===== config.mk =====
export PLATFORM = sky130hd
export DESIGN_NAME = cij_exec_unit
export DESIGN_NICKNAME = d
export VERILOG_FILES = /design/src/cij_pkg.sv /design/src/cij_signed_greater.sv /design/src/cij_exec_unit.sv
export VERILOG_INCLUDE_DIRS = /design/src
export SDC_FILE = /design/constraint.sdc
export NUM_CORES = 1
export LEC_CHECK = 0
export BUFFER_PORTS_ARGS = -buffer_cell sky130_fd_sc_hd__buf_2
export CORE_ASPECT_RATIO = 0.8
export CORE_MARGIN = 4
export CORE_UTILIZATION = 43
export DETAILED_ROUTE_END_ITERATION = 8
export PLACE_DENSITY = 0.83
export SKIP_CTS_REPAIR_TIMING = 1
export SLEW_MARGIN = 10
export SYNTH_ARGS = -nofsm -noshare
export SYNTH_HDL_FRONTEND = slang
export SYNTH_SLANG_ARGS = --single-unit

===== constraint.sdc =====
create_clock -name clock_in -period 1.2 [get_ports clock_in]
set_input_delay 0.12 -clock clock_in [delete_from_list [all_inputs] [get_ports clock_in]]
set_output_delay 0.12 -clock clock_in [all_outputs]
set_load 0.02 [all_outputs]

===== src/cij_map.svh =====
// Purpose: constants of the compare, immediate and jump unit
// Assumes: included by the package by bare name; modules rely on its macros
// Notes:   definitions only
`ifndef CIJ_MAP_SVH
`define CIJ_MAP_SVH

`define CIJ_DATA_W         32
`define CIJ_IMM7_W         7
`define CIJ_INDEX_W        7
`define CIJ_GUARD_BIT      0
`define CIJ_COND_BIT       0
`define CIJ_OP_CODE_W      3
`define CIJ_OP_COUNT       3'h5
`define CIJ_RESULT_TRUE    32'h0000_0001
`define CIJ_RESULT_FALSE   32'h0000_0000
`define CIJ_WR_DATA_RESET  32'h0000_0000
`define CIJ_PC_RESET       32'h0000_0000
`define CIJ_DPC_RESET      32'h0000_0000
`define CIJ_SPC_RESET      32'h0000_0000

`endif


===== src/cij_pkg.sv =====
// Purpose: shared types of the compare, immediate and jump unit
// Assumes: cij_map.svh supplies widths
// Notes:   operation codes are the order of the enum
`include "cij_map.svh"

package cij_pkg;

   typedef enum logic [`CIJ_OP_CODE_W-1:0]
   {
      CIJ_OP_CMP_GT_REG,
      CIJ_OP_CMP_GT_IMM,
      CIJ_OP_LOAD_IMM,
      CIJ_OP_JUMP_FALSE,
      CIJ_OP_JUMP_IMM
   } cij_op_type;

   typedef enum logic [1:0]
   {
      CIJ_SVC_NONE,
      CIJ_SVC_EXCEPTION,
      CIJ_SVC_INTERRUPT
   } cij_svc_type;

endpackage : cij_pkg


===== src/cij_signed_greater.sv =====
// Purpose: signed greater-than comparator
// Assumes: both operands are two's complement of equal width
// Notes:   purely combinational, registered by the caller
`timescale 1ns/1ps

module cij_signed_greater
   import cij_pkg::*;
#(
   parameter int WIDTH = `CIJ_DATA_W
)
(
   input  wire logic [WIDTH-1:0] first_in,
   input  wire logic [WIDTH-1:0] second_in,
   output logic                  greater_out
);

   always_comb
   begin
      greater_out = ($signed(first_in) > $signed(second_in));
   end

endmodule : cij_signed_greater


===== src/cij_exec_unit.sv =====
// Purpose: executes signed greater compares, immediate load and
//          interruptible jumps with guard and pending-event handling
// Assumes: one operation per cycle at most; the register file and the
//          fetch unit sit outside and follow the write and redirect ports
// Notes:   every result appears one clock after the operation is issued
`timescale 1ns/1ps

module cij_exec_unit
   import cij_pkg::*;
#(
   parameter int DATA_W  = `CIJ_DATA_W,
   parameter int IMM_W   = `CIJ_IMM7_W,
   parameter int INDEX_W = `CIJ_INDEX_W
)
(
   input  wire logic                     clock_in,
   input  wire logic                     rst_n_in,
   input  wire logic                     op_valid_in,
   input  wire logic [`CIJ_OP_CODE_W-1:0] op_code_in,
   input  wire logic                     guard_present_in,
   input  wire logic [DATA_W-1:0]        guard_in,
   input  wire logic [DATA_W-1:0]        first_source_register_in,
   input  wire logic [DATA_W-1:0]        second_source_register_in,
   input  wire logic [DATA_W-1:0]        modifier_in,
   input  wire logic [INDEX_W-1:0]       dest_index_in,
   input  wire logic                     exception_pending_in,
   input  wire logic                     interrupt_pending_in,
   output logic                          wr_en_out,
   output logic [INDEX_W-1:0]            wr_index_out,
   output logic [DATA_W-1:0]             wr_data_out,
   output logic [DATA_W-1:0]             destination_program_counter_out,
   output logic [DATA_W-1:0]             program_counter_out,
   output logic [DATA_W-1:0]             start_program_counter_out,
   output logic                          redirect_out,
   output logic                          service_exception_out,
   output logic                          service_interrupt_out,
   output logic                          jump_cancel_out,
   output logic                          illegal_op_out,
   output logic                          retire_out
);

   // guard test is shared by every guarded operation, the condition test by the jump on false only
   function automatic logic guard_passes
   (
      input logic            present,
      input logic [DATA_W-1:0] value
   );
      guard_passes = !present || value[`CIJ_GUARD_BIT];
   endfunction : guard_passes

   function automatic logic [DATA_W-1:0] sign_extend_imm
   (
      input logic [DATA_W-1:0] modifier
   );
      logic [IMM_W-1:0] short_imm;
      short_imm       = modifier[IMM_W-1:0];
      sign_extend_imm = {{(DATA_W-IMM_W){short_imm[IMM_W-1]}}, short_imm};
   endfunction : sign_extend_imm

   function automatic logic [DATA_W-1:0] bool_word
   (
      input logic flag
   );
      bool_word = flag ? DATA_W'(`CIJ_RESULT_TRUE)
                       : DATA_W'(`CIJ_RESULT_FALSE);
   endfunction : bool_word

   // decode
   logic                op_legal;
   cij_op_type          op;
   logic                guard_ok;
   logic [DATA_W-1:0]   imm_operand;
   logic                gt_reg;
   logic                gt_imm;
   logic                cond_false;
   cij_svc_type         svc_choice;

   // write-back group
   logic                wr_en_reg;
   logic                wr_en_next;
   logic [INDEX_W-1:0]  wr_index_reg;
   logic [INDEX_W-1:0]  wr_index_next;
   logic [DATA_W-1:0]   wr_data_reg;
   logic [DATA_W-1:0]   wr_data_next;

   // flow group
   logic [DATA_W-1:0]   dpc_reg;
   logic [DATA_W-1:0]   dpc_next;
   logic [DATA_W-1:0]   pc_reg;
   logic [DATA_W-1:0]   pc_next;
   logic [DATA_W-1:0]   spc_reg;
   logic [DATA_W-1:0]   spc_next;
   logic                redirect_reg;
   logic                redirect_next;
   logic                svc_exc_reg;
   logic                svc_exc_next;
   logic                svc_int_reg;
   logic                svc_int_next;
   logic                cancel_reg;
   logic                cancel_next;

   // status group
   logic                illegal_reg;
   logic                illegal_next;
   logic                retire_reg;
   logic                retire_next;

   cij_signed_greater
   #(
      .WIDTH       (DATA_W)
   )
   u_gt_reg
   (
      .first_in    (first_source_register_in),
      .second_in   (second_source_register_in),
      .greater_out (gt_reg)
   );

   cij_signed_greater
   #(
      .WIDTH       (DATA_W)
   )
   u_gt_imm
   (
      .first_in    (first_source_register_in),
      .second_in   (imm_operand),
      .greater_out (gt_imm)
   );

   always_comb
   begin
      op_legal    = (op_code_in < `CIJ_OP_COUNT);
      op          = cij_op_type'(op_code_in);
      guard_ok    = guard_passes(guard_present_in, guard_in);
      imm_operand = sign_extend_imm(modifier_in);
      cond_false  = !first_source_register_in[`CIJ_COND_BIT];
      // pending lines are looked at in the issue cycle, the same edge
      // that commits the counters, so choice and update cannot disagree
      if (exception_pending_in)
      begin
         svc_choice = CIJ_SVC_EXCEPTION;
      end
      else if (interrupt_pending_in)
      begin
         svc_choice = CIJ_SVC_INTERRUPT;
      end
      else
      begin
         svc_choice = CIJ_SVC_NONE;
      end
   end

   // write-back: destination untouched simply means no write strobe
   always_comb
   begin
      wr_en_next    = 1'b0;
      wr_index_next = wr_index_reg;
      wr_data_next  = wr_data_reg;
      if (op_valid_in && op_legal)
      begin
         unique case (op)
            CIJ_OP_CMP_GT_REG:
            begin
               if (guard_ok)
               begin
                  wr_en_next    = 1'b1;
                  wr_index_next = dest_index_in;
                  wr_data_next  = bool_word(gt_reg);
               end
            end
            CIJ_OP_CMP_GT_IMM:
            begin
               if (guard_ok)
               begin
                  wr_en_next    = 1'b1;
                  wr_index_next = dest_index_in;
                  wr_data_next  = bool_word(gt_imm);
               end
            end
            CIJ_OP_LOAD_IMM:
            begin
               // the guard port is ignored here on purpose
               wr_en_next    = 1'b1;
               wr_index_next = dest_index_in;
               wr_data_next  = modifier_in;
            end
            CIJ_OP_JUMP_FALSE,
            CIJ_OP_JUMP_IMM:
            begin
               wr_en_next = 1'b0;
            end
         endcase
      end
   end

   always_ff @(posedge clock_in or negedge rst_n_in)
   begin
      if (!rst_n_in)
      begin
         wr_en_reg    <= 1'b0;
         wr_index_reg <= '0;
         wr_data_reg  <= DATA_W'(`CIJ_WR_DATA_RESET);
      end
      else
      begin
         wr_en_reg    <= wr_en_next;
         wr_index_reg <= wr_index_next;
         wr_data_reg  <= wr_data_next;
      end
   end

   // flow: both jump forms share one take/service path
   always_comb
   begin
      logic              take;
      logic [DATA_W-1:0] target;
      take          = 1'b0;
      target        = second_source_register_in;
      dpc_next      = dpc_reg;
      pc_next       = pc_reg;
      spc_next      = spc_reg;
      redirect_next = 1'b0;
      svc_exc_next  = 1'b0;
      svc_int_next  = 1'b0;
      cancel_next   = 1'b0;
      if (op_valid_in && op_legal)
      begin
         unique case (op)
            CIJ_OP_JUMP_FALSE:
            begin
               target = second_source_register_in;
               if (!guard_ok)
               begin
                  cancel_next = 1'b1;
               end
               else
               begin
                  // a set condition bit falls through untouched
                  take = cond_false;
               end
            end
            CIJ_OP_JUMP_IMM:
            begin
               target = modifier_in;
               if (!guard_ok)
               begin
                  cancel_next = 1'b1;
               end
               else
               begin
                  take = 1'b1;
               end
            end
            CIJ_OP_CMP_GT_REG,
            CIJ_OP_CMP_GT_IMM,
            CIJ_OP_LOAD_IMM:
            begin
               take = 1'b0;
            end
         endcase
      end
      if (take)
      begin
         dpc_next = target;
         unique case (svc_choice)
            CIJ_SVC_EXCEPTION:
            begin
               svc_exc_next = 1'b1;
            end
            CIJ_SVC_INTERRUPT:
            begin
               svc_int_next = 1'b1;
            end
            CIJ_SVC_NONE:
            begin
               pc_next       = target;
               spc_next      = target;
               redirect_next = 1'b1;
            end
            default:
            begin
               svc_exc_next = 1'b0;
            end
         endcase
      end
   end

   always_ff @(posedge clock_in or negedge rst_n_in)
   begin
      if (!rst_n_in)
      begin
         dpc_reg      <= DATA_W'(`CIJ_DPC_RESET);
         pc_reg       <= DATA_W'(`CIJ_PC_RESET);
         spc_reg      <= DATA_W'(`CIJ_SPC_RESET);
         redirect_reg <= 1'b0;
         svc_exc_reg  <= 1'b0;
         svc_int_reg  <= 1'b0;
         cancel_reg   <= 1'b0;
      end
      else
      begin
         dpc_reg      <= dpc_next;
         pc_reg       <= pc_next;
         spc_reg      <= spc_next;
         redirect_reg <= redirect_next;
         svc_exc_reg  <= svc_exc_next;
         svc_int_reg  <= svc_int_next;
         cancel_reg   <= cancel_next;
      end
   end

   // status: unknown codes do nothing but are reported
   always_comb
   begin
      illegal_next = op_valid_in && !op_legal;
      retire_next  = op_valid_in && op_legal;
   end

   always_ff @(posedge clock_in or negedge rst_n_in)
   begin
      if (!rst_n_in)
      begin
         illegal_reg <= 1'b0;
         retire_reg  <= 1'b0;
      end
      else
      begin
         illegal_reg <= illegal_next;
         retire_reg  <= retire_next;
      end
   end

   always_comb
   begin
      wr_en_out                       = wr_en_reg;
      wr_index_out                    = wr_index_reg;
      wr_data_out                     = wr_data_reg;
      destination_program_counter_out = dpc_reg;
      program_counter_out             = pc_reg;
      start_program_counter_out       = spc_reg;
      redirect_out                    = redirect_reg;
      service_exception_out           = svc_exc_reg;
      service_interrupt_out           = svc_int_reg;
      jump_cancel_out                 = cancel_reg;
      illegal_op_out                  = illegal_reg;
      retire_out                      = retire_reg;
   end

endmodule : cij_exec_unit


Word level (Yosys, flattened, before mapping)
Cells that the tools add are included.

Reduce and logical (&&, ||, !) cells: 16. $lt $le $gt $ge: 3. Equality and inequality tests: 9. Multiplexer cells: 26.

Operators by type and width (number): $mux 32 (4); $pmux 32 s3 (1); $gt 32x32->1 (1); $gt 32x7->1 (1); $mux 1 (15); $pmux 7 s2 (1); $mux 7 (1); $eq 3x2->1 const B (2); $pmux 1 s3 (2); $mux 2 (2); $ne 2x2->1 const B (2); $reduce_and 4->1 (1); $reduce_or 2->1 (2); $eq 3x1->1 const B (1); $eq 3x3->1 const B (1); $logic_not 1->1 (3); $logic_not 3->1 (1); $lt 3x3->1 const B (1); $reduce_and 3->1 (1); $reduce_bool 3->1 (1); $reduce_or 3->1 (1); $eq 2x1->1 const B (1); $eq 2x2->1 const B (1); $logic_and 1x1->1 (2); 5 further kinds (5).

Logic and storage cells: 65. Register bits after elaboration: 110.

Longest topological paths before layout
Word-level depth: 6. Depth in mapped cells: 10.

Cells and area by module
Synthesis repeated with hierarchy kept, for this count alone.

Cell total of the unflattened synthesis: 549. Area, all modules: 6337.3 µm².

By module, submodules not included: cij_exec_unit (area each 4728.3 µm², cells each 323, times used 1); cij_signed_greater (area each 804.5 µm², cells each 113, times used 2).

Least setup slack after synthesis
Ideal clock, no wire load.

Path kind: input -> register. From: in modifier_in[6]. To: reg wr_data_reg[0], in the netlist wr_data_out[0]. Library setup time: 0.127 ns. Data required time: 1.073 ns. Cell stages on the path: 8. Setup slack: -0.852 ns. Arrival time: 1.925 ns. Path through: inv_1 > ha_1 > nand4_1 > or3_1 > nor4_1 > o32a_1 > mux2i_1 > o21ai_0.

Cells in the longest elaborated chain, start to end: 4.

RTL lines: start, declared (line cij_exec_unit.sv:24) `input wire logic [DATA_W-1:0] modifier_in,`; $gt 32x7->1 (line cij_signed_greater.sv:19) `greater_out = ($signed(first_in) > $signed(second_in));`; $mux 1 (line cij_exec_unit.sv:64) `` bool_word = flag ? DATA_W'(`CIJ_RESULT_TRUE) ``; $mux 32 (line cij_exec_unit.sv:173) `if (guard_ok)`; $pmux 32 s3 (line cij_exec_unit.sv:161) `unique case (op)`; end signal, assigned (line cij_exec_unit.sv:202) `` wr_data_reg <= DATA_W'(`CIJ_WR_DATA_RESET); ``; end signal, assigned (line cij_exec_unit.sv:208) `wr_data_reg <= wr_data_next;`; end, declared (line cij_exec_unit.sv:83) `logic [DATA_W-1:0] wr_data_reg;`.

Every way passes these cells. The select of a mux whose other input is x is not followed. A chain may end at the register's enable or synchronous reset.

Worst setup path after layout
Ends and elaborated chain as after synthesis.

==> impl_metrics.toml <==
[detailed_routing]
vias_per_cell = 5.314
wl_mm = 22.64
first_iter_violations = 359
num_vias = 6254
wire_per_inst_um = 19.23
dr.pass1.iters = 5
ant_nets = 0
drc = 0

[clock_tree]
h-tree-depth = 3
cts_tree = "built"
cts_buffers = 9
clockBufferDepth = 2
clock_latency_ns = 0.35
cts-root-buf = "clkbuf_16"
clkSinkCount = 110
clk_pin_slew_ns = 0.08

[power_and_ir_drop]
p_int_w = 0.007729
power.density_nw_per_um2 = 1326
combPwrFrac_pct = 37.6
pwr-share-seq_pct = 39.0
power.total_w = 0.01256
p_leak_nw = 5.066
power_frac_clock_pct = 23.4
switchingPower_w = 0.004834
netSwitchingFraction_pct = 38.48
ir_worst_vdd_uv = 959.3

[yosys]
ys_seq_elements = 110
avgSynthCellArea_um2 = 9.419
synth_area_leaders = "dfrtp_1 45%, ha_1 13%, nand2_1 6.3%, a21oi_1 4.7%, o21ai_0 4.7%"
synth_flop_cell = "dfrtp_1"
ys_seq_area_share_pct = 44.62
synth_cells = 655
syn-cell-area_um2 = 6170
synth-async-reset-ratio_pct = 100.0
yosys_warnings = 0
yosys.area.top_type = "dfrtp_1"
synth_top_area_share_pct = 44.62
ys_types = 46
synth_edf_count = 0
syn_nets = 863

[global_routing]
grt_pass1_wl_mm = 30.08
grt_pass1_vias = 5640
antenna_found_initial = 1
overflow = 0
grt_max_degree = 72
grt_use_total_pct = 23.60

[final_layout]
final_cell_mix = "250 x buf_2, 110 x dfrtp_1, 94 x buf_4"
fin_area_um2 = 9475
syn_to_final_growth_pct = 53.58
fillCellCount = 1066
drive_gt1_share_pct = 51.15
nets = 1200
n_antenna_cell = 0
final_common_cell = "buf_2"

[sta]
slew_headroom_pct = 68.06
fin_skew_ns = 0
finalSetupViolCount = 52
period_needed_ns = 1.687
final_hold_viol_count = 0
fmax_mhz = 592.9
fin_crit_sh_pct = 140.5
drv_slew = 0
tightest_slew_ns = 0.4791
setup_ws_ns = -0.4866
whs_ns = 0.007191
rsz0062_at_grt = "yes"

[die]
coreArea_um2 = 13790
die_area_um2 = 16340
die_w_um = 141.9
die_h_um = 115.1
initial_core_util_pct = 44.75
rows = 38
ios = 286

[worst_setup_path]
cp-start-kind = "primary input"
cp-end-kind = "flop"
cp.arrival_ns = 1.92
crit_fanout = 5
critPathKind = "in2reg"
cp_data_required_time_ns = 1.44

[flow_run]
maxCapViolations = 0

[place]
place_hpwl_mm = 15.93
place_area_um2 = 8134
gp_congestion = 0.9003
io_buffers = 254

[worst_hold_path]
hold_path.class = "in2reg"

[run_status]
violations = "setup timing"
outcome = "finished with violations"
[synth_stat cells (3+ instances only)]
cell type / n
dfrtp_1: 110
nand2_1: 103
ha_1: 64
a21oi_1: 58
o21ai_0: 58
inv_1: 45
nor2_1: 40
buf_4: 32
a22o_1: 31
clkbuf_1: 20
o21ai_2: 18
nand4_1: 10
buf_6: 9
nand3_1: 7
nor4_1: 4
a31oi_1: 3
nor2b_1: 3
[path summary, 6_finish.rpt]
check	cells after the start	slack, ns	from	to
max in group asynchronous	3	0.46	rst_n_in	wr_data_out[25]
min in group asynchronous	3	0.33	rst_n_in	start_program_counter_out[5]
setup reg to reg	5	-0.08	wr_data_out[0]	wr_data_out[0]
hold reg to reg	2	0.47	wr_index_out[2]	wr_index_out[2]
setup / recovery	11	-0.49	modifier_in[6]	wr_data_out[0]
hold / removal	2	0.007	modifier_in[13]	wr_data_out[13]
[critical path, cell delays in order]
cell and delay [ns]:
buf_8 0.09, inv_6 0.04, clkbuf_16 0.15, ha_4 0.26, nand4_1 0.11, or3_1 0.33, nor4_2 0.25, buf_4 0.16
o32a_1 0.14, mux2i_1 0.18, o21ai_1 0.08
[layout make-up]
type / count / area, um^2 / share of cell area (%)
Sequential cell: 110 / 2753 / 29.05
Inverter: 45 / 178.9 / 1.888
Multi-Input combinational cell: 437 / 3328 / 35.12
Clock inverter: 6 / 63.81 / 0.6734
Clock buffer: 10 / 229.0 / 2.416
Tap cell: 180 / 225.2 / 2.377
Timing Repair Buffer: 389 / 2698 / 28.47
[kinds of logic (layout without fill, tap and decap cells)]
family	count (synthesis)	after routing	share of synthesized area, %
DFF	110	110	44.62
buffers and inverters	108	450	9.653
and+or+nand+nor	187	187	13.57
muxes	2	2	0.3245
xor gates and xnor gates	1	1	0.1420
adders and majority gates	64	64	12.98
AOI/OAI and AO/OA	183	183	18.72
[registers in the layout, summed over array words and instances, names as in the netlist]
signal and flops:
destination_program_counter_out 32, start_program_counter_out 32, wr_data_out 32, wr_index_out 7, illegal_op_out 1, jump_cancel_out 1
redirect_out 1, retire_out 1, service_exception_out 1, service_interrupt_out 1, wr_en_out 1
[stage by stage]
step	utilization, %	setup TNS (ns)	cells	setup slack (ns)
6_report	68.72	-10.95	1177	-0.4866
5_1_grt	68.72	-12.18	1177	-0.5365
4_1_cts	61.12	-9.133	1147	-0.6316
3_5_place_dp	58.99	-44.45	1131	-1.008
3_3_place_gp	58.99	-40.21	1131	-0.9335
2_1_floorplan	-	-20.02	655	-0.8520
[power by group through the flow]
stage	Clock (W)	Combinational, W	Sequential, W
3_3_place_gp	0	0.00417	0.00484
4_1_cts	0.00299	0.00428	0.00480
2_1_floorplan	0	0.00193	0.00564
3_5_place_dp	0	0.00428	0.00486
5_1_grt	0.00318	0.00507	0.00498
6_report	0.00294	0.00473	0.00489
[routing by layer]
metal  part of all wire (%)  routed length [um]  global-route usage, %
met5                  0.031                   7                      0
met4                    2.9                 654                  7.225
met3                    6.3                1431                  3.576
met2                     48               10940                  37.21
met1                     42                9605                  33.85
No activity file was read; power rests on OpenSTA's default activity.
